## src/ihd_pkg.sv

```systemverilog
// Constants, offsets and field layout of the interrupt and halt dispatch unit
// How it works
// - Register 15 holds the address of the next instruction byte.
// - Register 14 is the stack pointer, top of the processor stack.
// - Register 13 is the frame pointer, base of the call frame.
// - Register 12 is the argument pointer, base of the argument list.
// - Internal register numbers decode into five groups: normal and four cache blocks.
// - The backup-cache deallocate block is write-only; a write frees that block.
// - Backup tag, primary tag and primary parity blocks are readable and writable.
// - A nonmaskable interrupt saves counter, status, mapping bit and halt code.
// - The halt procedure sets the priority level to 1F.
// - The halt procedure jumps to the firmware entry, not a vector.
// - A nonmaskable interrupt is taken whatever the current priority level.
// - A maskable interrupt saves counter and status before its handler.
// - A maskable interrupt sets the priority level to its own level.
// - The handler address is fetched from the interrupt's control block entry.
// - The external halt line acts as a level 1F nonmaskable interrupt.
// - An external or nonmaskable halt records halt code 2.
// - Internal registers other than PC, SP, FP, AP and the status are reachable only in kernel mode.
// - Without privilege only status bits 15 to 0 are accessible.
`default_nettype none
package ihd_pkg;
    localparam int IHD_ADDR_W = 12;
    localparam int IHD_DATA_W = 32;

    // Access groups in address bits 10:8
    typedef enum logic [2:0] {
        IHD_GRP_NORMAL = 3'h0,
        IHD_GRP_BTAG = 3'h1,
        IHD_GRP_BDEALLOC = 3'h2,
        IHD_GRP_PTAG = 3'h3,
        IHD_GRP_PPARITY = 3'h4
    } ihd_grp_t;

    // Normal group register indexes
    localparam logic [7:0] IHD_REG_PC = 8'h00;
    localparam logic [7:0] IHD_REG_SP = 8'h01;
    localparam logic [7:0] IHD_REG_FP = 8'h02;
    localparam logic [7:0] IHD_REG_AP = 8'h03;
    localparam logic [7:0] IHD_REG_PS = 8'h04;
    localparam logic [7:0] IHD_REG_HALT_PC = 8'h05;
    localparam logic [7:0] IHD_REG_HALT_PS = 8'h06;
    localparam logic [7:0] IHD_REG_HALT_MAP_EN = 8'h07;
    localparam logic [7:0] IHD_REG_HALT_CODE = 8'h08;
    localparam logic [7:0] IHD_REG_SAVED_PC = 8'h09;
    localparam logic [7:0] IHD_REG_SAVED_PS = 8'h0a;
    localparam logic [7:0] IHD_REG_VTB_BASE = 8'h0b;
    localparam logic [7:0] IHD_REG_MAP_EN = 8'h0c;
    localparam logic [7:0] IHD_REG_INT_STAT = 8'h0d;
    localparam logic [7:0] IHD_REG_INT_MASK = 8'h0e;
    localparam logic [7:0] IHD_REG_DISP_STATE = 8'h0f;

    // Status longword layout
    localparam int IHD_PS_PRIO_LSB = 16;
    localparam int IHD_PRIO_W = 5;
    localparam logic [31:0] IHD_PS_USER_MASK = 32'h0000_ffff;
    localparam logic [31:0] IHD_PS_RESET = 32'h001f_0000;
    localparam logic [4:0] IHD_PRIO_HALT = 5'h1f;
    localparam logic [7:0] IHD_HALT_CODE_EXT = 8'h02;

    // Maskable request lines: line i sits at level base + i
    localparam logic [4:0] IHD_IRQ_BASE_LVL = 5'h14;
    localparam logic [4:0] IHD_IRQ_MAX_LVL = 5'h1e;
    localparam logic [31:0] IHD_IRQ_VEC_BASE = 32'h0000_00d0;
    localparam logic [31:0] IHD_VTB_RESET = 32'h0000_0000;

    // Sticky event bits
    localparam int IHD_EV_HALT = 0;
    localparam int IHD_EV_IRQ = 1;
    localparam int IHD_EV_PRIV = 2;
    localparam int IHD_EV_DEALLOC = 3;
    localparam int IHD_EV_W = 4;
endpackage : ihd_pkg
`default_nettype wire

```

## src/ihd_ipr_block.sv

```systemverilog
// Directly accessible storage block for cache tag or parity registers
`timescale 1ns/100ps
`default_nettype none
module ihd_reg_block #(
    parameter int DEPTH = 16,
    parameter int WIDTH = 32
) (
    input wire logic clk,
    input wire logic rst_n,
    input wire logic wr_en,
    input wire logic clr_en,
    input wire logic [$clog2(DEPTH)-1:0] idx,
    input wire logic [WIDTH-1:0] wr_data,
    output logic [WIDTH-1:0] rd_data
);
    // Index width must cover the depth exactly
    if (DEPTH < 2 || (DEPTH & (DEPTH - 1)) != 0 || WIDTH < 1) begin : g_bad
        $error("ihd_reg_block: DEPTH must be a power of two");
    end

    logic [WIDTH-1:0] mem_q [DEPTH];

    // Write stores, clear drops the entry; clear wins as it frees the block
    always_ff @(posedge clk or negedge rst_n) begin
        if (!rst_n) begin
            for (int i = 0; i < DEPTH; i++) begin
                mem_q[i] <= '0;
            end
        end else if (clr_en) begin
            mem_q[idx] <= '0;
        end else if (wr_en) begin
            mem_q[idx] <= wr_data;
        end
    end

    // Read is combinational; the caller registers it
    assign rd_data = mem_q[idx];
endmodule : ihd_reg_block
`default_nettype wire

```

## src/ihd_dispatch.sv

```systemverilog
// Interrupt entry, halt procedure and internal register access unit
`timescale 1ns/100ps
`default_nettype none
module ihd_dispatch #(
    parameter int NUM_IRQ = 4,
    parameter int BTAG_DEPTH = 16,
    parameter int PTAG_DEPTH = 16,
    parameter int PPAR_DEPTH = 16,
    parameter int PPAR_W = 8,
    parameter logic [31:0] FW_ENTRY = 32'h0000_1000
) (
    input wire logic clk,
    input wire logic nrst,
    input wire logic [ihd_pkg::IHD_ADDR_W-1:0] addr,
    input wire logic [ihd_pkg::IHD_DATA_W-1:0] wr_data,
    input wire logic wr_en,
    input wire logic rd_en,
    output logic [ihd_pkg::IHD_DATA_W-1:0] rd_data,
    input wire logic kernel_mode,
    input wire logic halt_req,
    input wire logic [NUM_IRQ-1:0] irq_req,
    output logic [NUM_IRQ-1:0] irq_ack,
    output logic vec_req,
    output logic [31:0] vec_addr,
    input wire logic vec_ack,
    input wire logic [31:0] vec_data,
    output logic halt_entry,
    output logic handler_entry,
    output logic irq_out
);
    import ihd_pkg::*;

    // Request lines must stay below the halt level
    if (NUM_IRQ < 1 || NUM_IRQ > 11 || PPAR_W < 1 || PPAR_W > 31) begin : g_bad
        $error("ihd_dispatch: NUM_IRQ must be 1..11, PPAR_W 1..31");
    end

    typedef enum logic [1:0] {
        IHD_ST_IDLE = 2'b00,
        IHD_ST_FETCH = 2'b01,
        IHD_ST_WAIT = 2'b10
    } ihd_state_t;

    logic [1:0] rst_sync_q;
    logic rst_n;
    ihd_state_t state_q;
    logic [31:0] pc_q, sp_q, fp_q, ap_q, ps_q;
    logic [31:0] halt_pc_q, halt_ps_q, saved_pc_q, saved_ps_q, vtb_base_q;
    logic halt_map_en_q, map_en_q;
    logic [7:0] halt_code_q;
    logic [IHD_EV_W-1:0] stat_q, mask_q, ev;
    logic halt_req_q;
    logic [4:0] take_lvl_q;
    logic [31:0] take_off_q;
    logic [31:0] rd_data_q, vec_addr_q;
    logic [NUM_IRQ-1:0] irq_ack_q;
    logic vec_req_q, halt_entry_q, handler_entry_q, irq_out_q;

    // Reset release through two flops; assertion stays asynchronous
    always_ff @(posedge clk or negedge nrst) begin
        if (!nrst) begin
            rst_sync_q <= 2'b00;
        end else begin
            rst_sync_q <= {rst_sync_q[0], 1'b1};
        end
    end
    assign rst_n = rst_sync_q[1];

    // Address decode into the five access groups
    ihd_grp_t grp;
    logic [7:0] idx;
    logic is_open, acc_ok, wr_ok, rd_ok;
    assign grp = ihd_grp_t'(addr[10:8]);
    assign idx = addr[7:0];
    // General registers and the low status half need no privilege
    assign is_open = (grp == IHD_GRP_NORMAL) && (idx <= IHD_REG_PS);
    assign acc_ok = kernel_mode || is_open;
    assign wr_ok = wr_en && acc_ok;
    assign rd_ok = rd_en && acc_ok;

    logic nrm_wr, btag_wr, bdea_wr, ptag_wr, ppar_wr;
    assign nrm_wr = wr_ok && (grp == IHD_GRP_NORMAL);
    assign btag_wr = wr_ok && (grp == IHD_GRP_BTAG);
    assign bdea_wr = wr_ok && (grp == IHD_GRP_BDEALLOC);
    assign ptag_wr = wr_ok && (grp == IHD_GRP_PTAG);
    assign ppar_wr = wr_ok && (grp == IHD_GRP_PPARITY);

    // Cache register blocks, addressed by the low index bits
    logic [31:0] btag_rd, ptag_rd;
    logic [PPAR_W-1:0] ppar_rd;
    ihd_reg_block #(.DEPTH(BTAG_DEPTH), .WIDTH(32)) u_btag (
        .clk(clk),
        .rst_n(rst_n),
        .wr_en(btag_wr),
        .clr_en(bdea_wr),
        .idx(idx[$clog2(BTAG_DEPTH)-1:0]),
        .wr_data(wr_data),
        .rd_data(btag_rd)
    );
    ihd_reg_block #(.DEPTH(PTAG_DEPTH), .WIDTH(32)) u_ptag (
        .clk(clk),
        .rst_n(rst_n),
        .wr_en(ptag_wr),
        .clr_en(1'b0),
        .idx(idx[$clog2(PTAG_DEPTH)-1:0]),
        .wr_data(wr_data),
        .rd_data(ptag_rd)
    );
    ihd_reg_block #(.DEPTH(PPAR_DEPTH), .WIDTH(PPAR_W)) u_ppar (
        .clk(clk),
        .rst_n(rst_n),
        .wr_en(ppar_wr),
        .clr_en(1'b0),
        .idx(idx[$clog2(PPAR_DEPTH)-1:0]),
        .wr_data(wr_data[PPAR_W-1:0]),
        .rd_data(ppar_rd)
    );

    // Arbitration: pick the highest eligible request line
    logic [4:0] prio;
    logic take_nmi, take_irq, any_elig;
    logic [4:0] win_lvl;
    logic [31:0] win_off;
    logic [NUM_IRQ-1:0] win_onehot;
    assign prio = ps_q[IHD_PS_PRIO_LSB +: IHD_PRIO_W];
    always_comb begin
        any_elig = 1'b0;
        win_lvl = '0;
        win_off = '0;
        win_onehot = '0;
        // Later lines carry higher levels, so the last hit wins
        for (int i = 0; i < NUM_IRQ; i++) begin
            if (irq_req[i] && (IHD_IRQ_BASE_LVL + 5'(i)) > prio) begin
                any_elig = 1'b1;
                win_lvl = IHD_IRQ_BASE_LVL + 5'(i);
                win_off = IHD_IRQ_VEC_BASE + (32'(i) << 2);
                win_onehot = '0;
                win_onehot[i] = 1'b1;
            end
        end
    end
    // Halt is taken on its rising edge in any state, ignoring level
    assign take_nmi = halt_req && !halt_req_q;
    assign take_irq = !take_nmi && (state_q == IHD_ST_IDLE) && any_elig;

    // Edge detector for the halt line
    always_ff @(posedge clk or negedge rst_n) begin
        if (!rst_n) begin
            halt_req_q <= 1'b0;
        end else begin
            halt_req_q <= halt_req;
        end
    end

    // Dispatch sequence: save, fetch vector, enter handler
    always_ff @(posedge clk or negedge rst_n) begin
        if (!rst_n) begin
            state_q <= IHD_ST_IDLE;
            take_lvl_q <= '0;
            take_off_q <= '0;
        end else if (take_nmi) begin
            // Halt aborts any vector fetch in flight
            state_q <= IHD_ST_IDLE;
        end else begin
            case (state_q)
                IHD_ST_IDLE: begin
                    if (take_irq) begin
                        take_lvl_q <= win_lvl;
                        take_off_q <= win_off;
                        state_q <= IHD_ST_FETCH;
                    end
                end
                IHD_ST_FETCH: state_q <= IHD_ST_WAIT;
                IHD_ST_WAIT: begin
                    if (vec_ack) begin
                        state_q <= IHD_ST_IDLE;
                    end
                end
                default: state_q <= IHD_ST_IDLE;
            endcase
        end
    end

    // Vector fetch request to the control block
    always_ff @(posedge clk or negedge rst_n) begin
        if (!rst_n) begin
            vec_req_q <= 1'b0;
            vec_addr_q <= '0;
        end else if (take_nmi || (state_q == IHD_ST_WAIT && vec_ack)) begin
            vec_req_q <= 1'b0;
        end else if (state_q == IHD_ST_FETCH) begin
            vec_req_q <= 1'b1;
            vec_addr_q <= vtb_base_q + take_off_q;
        end
    end

    // Program counter: halt entry, handler entry, then software
    always_ff @(posedge clk or negedge rst_n) begin
        if (!rst_n) begin
            pc_q <= '0;
        end else if (take_nmi) begin
            pc_q <= FW_ENTRY;
        end else if (state_q == IHD_ST_WAIT && vec_ack) begin
            pc_q <= vec_data;
        end else if (nrm_wr && idx == IHD_REG_PC) begin
            pc_q <= wr_data;
        end
    end

    // Stack, frame and argument pointers are software owned
    always_ff @(posedge clk or negedge rst_n) begin
        if (!rst_n) begin
            sp_q <= '0;
            fp_q <= '0;
            ap_q <= '0;
        end else if (nrm_wr) begin
            if (idx == IHD_REG_SP) sp_q <= wr_data;
            if (idx == IHD_REG_FP) fp_q <= wr_data;
            if (idx == IHD_REG_AP) ap_q <= wr_data;
        end
    end

    // Status longword; entries override software writes
    always_ff @(posedge clk or negedge rst_n) begin
        if (!rst_n) begin
            ps_q <= IHD_PS_RESET;
        end else if (take_nmi) begin
            ps_q[IHD_PS_PRIO_LSB +: IHD_PRIO_W] <= IHD_PRIO_HALT;
        end else if (take_irq) begin
            ps_q[IHD_PS_PRIO_LSB +: IHD_PRIO_W] <= win_lvl;
        end else if (nrm_wr && idx == IHD_REG_PS) begin
            // Without privilege the upper half keeps its value
            ps_q <= kernel_mode ? wr_data
                  : ((ps_q & ~IHD_PS_USER_MASK) | (wr_data & IHD_PS_USER_MASK));
        end
    end

    // State saved by the halt procedure
    always_ff @(posedge clk or negedge rst_n) begin
        if (!rst_n) begin
            halt_pc_q <= '0;
            halt_ps_q <= '0;
            halt_map_en_q <= 1'b0;
            halt_code_q <= '0;
        end else if (take_nmi) begin
            halt_pc_q <= pc_q;
            halt_ps_q <= ps_q;
            halt_map_en_q <= map_en_q;
            halt_code_q <= IHD_HALT_CODE_EXT;
        end else if (nrm_wr && idx == IHD_REG_HALT_CODE) begin
            halt_code_q <= wr_data[7:0];
        end
    end

    // State saved on maskable entry, before the priority is raised
    always_ff @(posedge clk or negedge rst_n) begin
        if (!rst_n) begin
            saved_pc_q <= '0;
            saved_ps_q <= '0;
        end else if (take_irq) begin
            saved_pc_q <= pc_q;
            saved_ps_q <= ps_q;
        end
    end

    // Control block base and mapping enable
    always_ff @(posedge clk or negedge rst_n) begin
        if (!rst_n) begin
            vtb_base_q <= IHD_VTB_RESET;
            map_en_q <= 1'b0;
        end else if (nrm_wr) begin
            if (idx == IHD_REG_VTB_BASE) vtb_base_q <= {wr_data[31:2], 2'b00};
            if (idx == IHD_REG_MAP_EN) map_en_q <= wr_data[0];
        end
    end

    // Acknowledge and entry pulses, one cycle each
    always_ff @(posedge clk or negedge rst_n) begin
        if (!rst_n) begin
            irq_ack_q <= '0;
            halt_entry_q <= 1'b0;
            handler_entry_q <= 1'b0;
        end else begin
            irq_ack_q <= take_irq ? win_onehot : '0;
            halt_entry_q <= take_nmi;
            handler_entry_q <= !take_nmi && state_q == IHD_ST_WAIT && vec_ack;
        end
    end

    // Events that feed the sticky status
    always_comb begin
        ev = '0;
        ev[IHD_EV_HALT] = take_nmi;
        ev[IHD_EV_IRQ] = take_irq;
        ev[IHD_EV_PRIV] = (wr_en || rd_en) && !acc_ok;
        ev[IHD_EV_DEALLOC] = bdea_wr;
    end

    // Write one to clear; a new event in the same cycle wins
    always_ff @(posedge clk or negedge rst_n) begin
        if (!rst_n) begin
            stat_q <= '0;
            mask_q <= '0;
        end else begin
            if (nrm_wr && idx == IHD_REG_INT_STAT) begin
                stat_q <= (stat_q & ~wr_data[IHD_EV_W-1:0]) | ev;
            end else begin
                stat_q <= stat_q | ev;
            end
            if (nrm_wr && idx == IHD_REG_INT_MASK) mask_q <= wr_data[IHD_EV_W-1:0];
        end
    end

    // Interrupt line follows the unmasked status one cycle later
    always_ff @(posedge clk or negedge rst_n) begin
        if (!rst_n) begin
            irq_out_q <= 1'b0;
        end else begin
            irq_out_q <= |(stat_q & mask_q);
        end
    end

    // Read mux for the normal group
    logic [31:0] nrm_rd;
    always_comb begin
        case (idx)
            IHD_REG_PC: nrm_rd = pc_q;
            IHD_REG_SP: nrm_rd = sp_q;
            IHD_REG_FP: nrm_rd = fp_q;
            IHD_REG_AP: nrm_rd = ap_q;
            IHD_REG_PS: nrm_rd = kernel_mode ? ps_q : (ps_q & IHD_PS_USER_MASK);
            IHD_REG_HALT_PC: nrm_rd = halt_pc_q;
            IHD_REG_HALT_PS: nrm_rd = halt_ps_q;
            IHD_REG_HALT_MAP_EN: nrm_rd = {31'h0, halt_map_en_q};
            IHD_REG_HALT_CODE: nrm_rd = {24'h0, halt_code_q};
            IHD_REG_SAVED_PC: nrm_rd = saved_pc_q;
            IHD_REG_SAVED_PS: nrm_rd = saved_ps_q;
            IHD_REG_VTB_BASE: nrm_rd = vtb_base_q;
            IHD_REG_MAP_EN: nrm_rd = {31'h0, map_en_q};
            IHD_REG_INT_STAT: nrm_rd = {{(32-IHD_EV_W){1'b0}}, stat_q};
            IHD_REG_INT_MASK: nrm_rd = {{(32-IHD_EV_W){1'b0}}, mask_q};
            IHD_REG_DISP_STATE: nrm_rd = {30'h0, state_q};
            default: nrm_rd = '0;
        endcase
    end

    // Read data stands one cycle after the strobe, zero otherwise
    always_ff @(posedge clk or negedge rst_n) begin
        if (!rst_n) begin
            rd_data_q <= '0;
        end else if (!rd_ok) begin
            rd_data_q <= '0;
        end else begin
            case (grp)
                IHD_GRP_NORMAL: rd_data_q <= nrm_rd;
                IHD_GRP_BTAG: rd_data_q <= btag_rd;
                IHD_GRP_PTAG: rd_data_q <= ptag_rd;
                IHD_GRP_PPARITY: rd_data_q <= {{(32-PPAR_W){1'b0}}, ppar_rd};
                // Deallocate block has no readable content
                IHD_GRP_BDEALLOC: rd_data_q <= '0;
                default: rd_data_q <= '0;
            endcase
        end
    end

    assign rd_data = rd_data_q;
    assign irq_ack = irq_ack_q;
    assign vec_req = vec_req_q;
    assign vec_addr = vec_addr_q;
    assign halt_entry = halt_entry_q;
    assign handler_entry = handler_entry_q;
    assign irq_out = irq_out_q;
endmodule : ihd_dispatch
`default_nettype wire

```

## config.mk

```make
export PLATFORM = sky130hd
export DESIGN_NAME = ihd_dispatch
export DESIGN_NICKNAME = d
export VERILOG_FILES = /design/src/ihd_pkg.sv /design/src/ihd_ipr_block.sv /design/src/ihd_dispatch.sv
export SDC_FILE = /design/constraint.sdc
export NUM_CORES = 2
export LEC_CHECK = 0
export ABC_AREA = 1
export BUFFER_PORTS_ARGS = -buffer_cell sky130_fd_sc_hd__buf_2
export CAP_MARGIN = 20
export CORE_UTILIZATION = 40
export DETAILED_ROUTE_END_ITERATION = 8
export PLACE_DENSITY = 0.68
export REMOVE_ABC_BUFFERS = 1
export SLEW_MARGIN = 25
export SYNTH_ARGS = -nofsm -noshare
export SYNTH_HDL_FRONTEND = slang
export SYNTH_SLANG_ARGS = --single-unit
export TNS_END_PERCENT = 50
```

## constraint.sdc

```tcl
create_clock -name clk -period 49.4 [get_ports clk]
set_clock_uncertainty 0.1 [all_clocks]
set_input_delay 7.41 -clock clk [delete_from_list [all_inputs] [get_ports clk]]
set_output_delay 7.41 -clock clk [all_outputs]
set_load 0.005 [all_outputs]
```

==> results.md <==
- The share of total power dissipated in sequential elements is 47.2%.
- The switching component of the power is 813 uW.
- The number of gates resized after cts is 0.
- The most used standard cell by instance count after synthesis is sky130_fd_sc_hd__nand2_1.
- At the pin with the least slew margin, the transition time is 1170 ps.
- Counting instances in the post-synthesis netlist gives the leading cell types as sky130_fd_sc_hd__nand2_1, sky130_fd_sc_hd__dfrtp_1, sky130_fd_sc_hd__o21ai_0.
- The biggest area consumer among synthesized cells is sky130_fd_sc_hd__dfrtp_1.
- The net switching share of the total power is about a quarter.
- The share of synthesized area in the top cell type comes to between 50% and 60%.
- The first global-routing pass estimated roughly 370 mm of wire.
- The cell internal power dissipation is 2.23 mW.
- The boundary pin count is 159.
- Synthesis produced a netlist whose cell count is 9,228.
- The portion of total power attributed to combinational logic is 10.2%.
- The remaining number of nets flagged by the antenna check after routing is 0.
- The final net count is 9,123.
- The most critical setup path has its endpoint at rd_data[12].
- The signal on the critical path passes through buf_8 > inv_8 > buf_4 > buf_4 > buf_4 > buf_4 > nand2_1 > nand2_1 > nand2_1 > nand3_1 > nand2_1 > nand2_1 > nor2_1 > nor2_1 > nor2_1 > a21oi_1.
- The post-synthesis instance area is 71,500 sq um.
- The worst setup path is launched from a primary input.
- For this run, design rule violations remaining after detail routing come to 0.
- After the first detailed-routing iteration, the DRC count stood at 8,036.
- The count of pins over their slew limit is 0.
- Compared with the post-synthesis result, the final layout area differs by 11.5%.
- In this run the power density over the cells is around 38 nW/um^2.
- The slowest stage of the critical path belongs to the cell sky130_fd_sc_hd__buf_4.
- The number of antenna violations at the first check in global routing is 6.
- The clock passes through at most 3 buffers.
- The analysis attributes to cell leakage a power of 38.8 nW.
- The proportion of power drawn by the clock network is 42.6%.
- The pin count of the biggest net entering global routing is 186.
- The TritonCTS clock tree is yes.
- The core area is 177,000 sq um.
- For this run, the share of the core covered by cells in the final layout is 45.1%.
- STA puts the critical path data required time at 49,910 ps.
- The min-delay analysis places its worst path in the category reg -> reg.
- The effective utilization at floorplan is 40.4%.
- In the final timing run, aggregate negative setup slack is 0 ps.
- The floorplan step defined a die boundary enclosing 180,000 sq um.
- For flop-to-flop paths, the worst setup slack is 43,580 ps.
- The flow ran to the end, and the final reports show no timing, DRC or antenna violations.
- The count of cells along the worst register-to-register path is 6.
- The congestion estimate from routability-driven global placement came to 0.912.
- The share of the cycle needed by the critical path after routing is 24.5%.
- In this design, the stage delay of the slowest critical-path cell is 890 ps.
- The worst slew margin relative to its limit is 21.9%.
- The proportion of layout cells with a drive suffix above 1 is 7.24%.
- The post-detailed-route via-to-cell ratio is 5.55.
- In this run the tool buffered the top-level ports with 155 buffer cells.
- The timing startpoint of the critical path is addr[0].
- The total number of vias is 63,800.
- In the final routed layout, each cell accounts on average for about 21 um.
- The most prevalent standard cell on the critical path is sky130_fd_sc_hd__nand2_1.
- The clock root buffer is sky130_fd_sc_hd__clkbuf_16.
- The first-pass iteration count of the detailed router is 8.
- The netlist uses 39 different library cells.
- The number of max-cap violations is 0.
- The remaining global-route overflow is 0.
- The kind of end point of the critical path is a flip-flop.
- For this run, the number of Yosys warnings is 0.
- In this run, synthesis inferred 0 flip-flops with an integrated enable.
- For this design, the CTS-stage hold fixing added 0 buffers.
- The register area share after synthesis is 54.8%.
- The share of flip-flops with an asynchronous set or reset after synthesis is 100%.
- Derived from the worst setup path, the maximum achievable clock frequency is 82.5 MHz.
- By startpoint and endpoint, the worst setup path is classified as in -> reg.
- The number of cell rows is 154.
- The number of setup buffers added after CTS is 0.
- The number of endpoints with negative hold slack in the final report was 0.
- The arrival time reported for the critical path endpoint is 12,630 ps.
- For the worst-skew pair, the clock arrives at the later sink with an insertion delay of 830 ps.
- The startpoint identified for the worst register-to-register timing path is rst_sync_q[1].
- The number of global-route vias before repair was about 61,000.
- The top fanout value on the critical path is slightly below 80.
- VDD sags by at most 0.0000248 V.
- The worst path in the final design needs a cycle of 12,120 ps, including I/O delays and setup.
- After synthesis, the cell types taking the most area are sky130_fd_sc_hd__dfrtp_1, sky130_fd_sc_hd__nand2_1, sky130_fd_sc_hd__o21ai_0.
- The horizontal die dimension is 425 um.
- For this run, the leading register cell type out of synthesis is sky130_fd_sc_hd__dfrtp_1.
- The die height is 425 um.
- The post-synthesis sequential element count is 1,566.
- The number of clock sinks is between 1,500 and 2,000.
- The end of the worst register-to-register path is fp_q[19].
- Setup repair after global routing left no endpoint under its margin.
- Averaged over all synthesized cells, the footprint is 7.75 sq um.
- After detailed routing, the total wire length is about 250 mm.
- Clock-pin slew was measured on the worst setup and hold paths at 60 ps.
- The wire-length estimate of the detail-placed layout is 140 mm.
- Clock tree synthesis inserted a total of 166 buffers.
- The number of setup violations in the final report is 0.
- The H-tree generated during clock tree synthesis spans 4 levels.
- The total routing usage reported by global routing is 27.0%.
registers in the layout (all words and copies together) (netlist names), 2 cells and up:
| signal | count |
|---|---|
| u_btag.mem_q | 512 |
| u_ptag.mem_q | 512 |
| u_ppar.mem_q | 128 |
| ap_q | 32 |
| fp_q | 32 |
| halt_pc_q | 32 |
| halt_ps_q | 32 |
| pc_q | 32 |
| ps_q | 32 |
| rd_data | 32 |
| saved_pc_q | 32 |
| saved_ps_q | 32 |
| sp_q | 32 |
| vec_addr | 30 |
| vtb_base_q | 30 |
| halt_code_q | 8 |
| irq_ack | 4 |
| mask_q | 4 |
| stat_q | 4 |
| take_off_q | 3 |
| rst_sync_q | 2 |
| state_q | 2 |
critical path, delay by kind of cell:
family,cells,cell delay [ps]
AND/OR/NAND/NOR,9,760
AO/OA/AOI/OAI,1,730
buffers and inverters,6,3550
power by group through the flow:
stage / clock [mW] / combinational (mW) / sequential, mW
detailed placement: 0 / 0.304 / 1.46
finish: 1.30 / 0.310 / 1.44
global placement: 0 / 0.296 / 1.45
global route: 1.36 / 0.347 / 1.45
floorplan: 0 / 0.172 / 1.47
CTS: 1.31 / 0.306 / 1.44
layout by cell type, fill, tap and decap left out, types with 3 or more instances in the layout:
master and n:
sky130_fd_sc_hd__diode_2 5, sky130_fd_sc_hd__nand4_1 34, sky130_fd_sc_hd__nor2_4 18, sky130_fd_sc_hd__xnor2_1 4, sky130_fd_sc_hd__buf_6 6, sky130_fd_sc_hd__buf_12 6
sky130_fd_sc_hd__buf_2 153, sky130_fd_sc_hd__o31ai_1 161, sky130_fd_sc_hd__ha_1 5, sky130_fd_sc_hd__o21ai_1 373, sky130_fd_sc_hd__inv_1 243, sky130_fd_sc_hd__clkinv_1 13
sky130_fd_sc_hd__clkinv_2 31, sky130_fd_sc_hd__nand2_1 4110, sky130_fd_sc_hd__nor2_2 16, sky130_fd_sc_hd__nor3_1 9, sky130_fd_sc_hd__xor2_1 14, sky130_fd_sc_hd__clkbuf_1 37
sky130_fd_sc_hd__nor3_2 4, sky130_fd_sc_hd__bufinv_16 12, sky130_fd_sc_hd__dfrtp_1 1560, sky130_fd_sc_hd__nor2_1 420, sky130_fd_sc_hd__clkbuf_8 42, sky130_fd_sc_hd__conb_1 3
sky130_fd_sc_hd__buf_4 128, sky130_fd_sc_hd__clkbuf_16 173, sky130_fd_sc_hd__nand2_4 4, sky130_fd_sc_hd__o21ai_0 1047, sky130_fd_sc_hd__dfstp_2 5, sky130_fd_sc_hd__nand2_2 33
sky130_fd_sc_hd__inv_8 3, sky130_fd_sc_hd__nand3_1 287, sky130_fd_sc_hd__clkinvlp_4 3, sky130_fd_sc_hd__inv_6 6, sky130_fd_sc_hd__inv_2 8, sky130_fd_sc_hd__a21oi_1 169
how the worst min path moves through the flow:
stage             startpoint       endpoint  cells past startpoint
6_report       rst_sync_q[0]  rst_sync_q[1]                      0
3_5_place_dp   rst_sync_q[0]  rst_sync_q[1]                      0
3_3_place_gp   rst_sync_q[0]  rst_sync_q[1]                      0
4_1_cts        rst_sync_q[0]  rst_sync_q[1]                      0
2_1_floorplan  rst_sync_q[0]  rst_sync_q[1]                      0
5_1_grt        rst_sync_q[0]  rst_sync_q[1]                      0
stage by stage:
step,setup slack [ps],hold slack [ps],instances,power [mW],instance area (sq um)
final,37280,247,11500,3.05,79700
after global routing,37220,250,11500,3.15,79700
after detailed placement,36560,237,11200,1.76,73900
after global placement,36580,236,11200,1.75,73900
after CTS,37420,250,11500,3.05,79600
after floorplan,2420,231,8566,1.64,68900
cell type report:
class / instances / area [sq um]
fill: 17200 / 97200
sequential: 1566 / 39200
multi-input combinational: 6729 / 28800
clock buffer: 252 / 5050
tap: 2340 / 2930
timing repair buffer: 296 / 1980
inverter: 271 / 1050
clock inverter: 52 / 638
antenna: 5 / 12.5
metal layers:
layer / up-vias / wire, um / track usage (%)
met2: 3184 / 111000 / 42.4
met5: - / 0 / 0
met3: 623 / 23100 / 4.99
li1: 29000 / - / -
met1: 31000 / 97300 / 35.1
met4: 0 / 14900 / 15.4
logic make-up (layout without fill, tap and decap cells):
group | Yosys count | in the layout | share of synthesized area (%)
compound gates | 1758 | 1758 | 12.9
xor+xnor | 18 | 18 | 0.220
fa+ha+maj | 6 | 6 | 0.115
buf+inv | 934 | 871 | 5.10
flops | 1566 | 1566 | 54.8
other cells | 2 | 8 | 0.0105
simple gates | 4944 | 4944 | 26.8
Power figures use the tool's default switching activity.
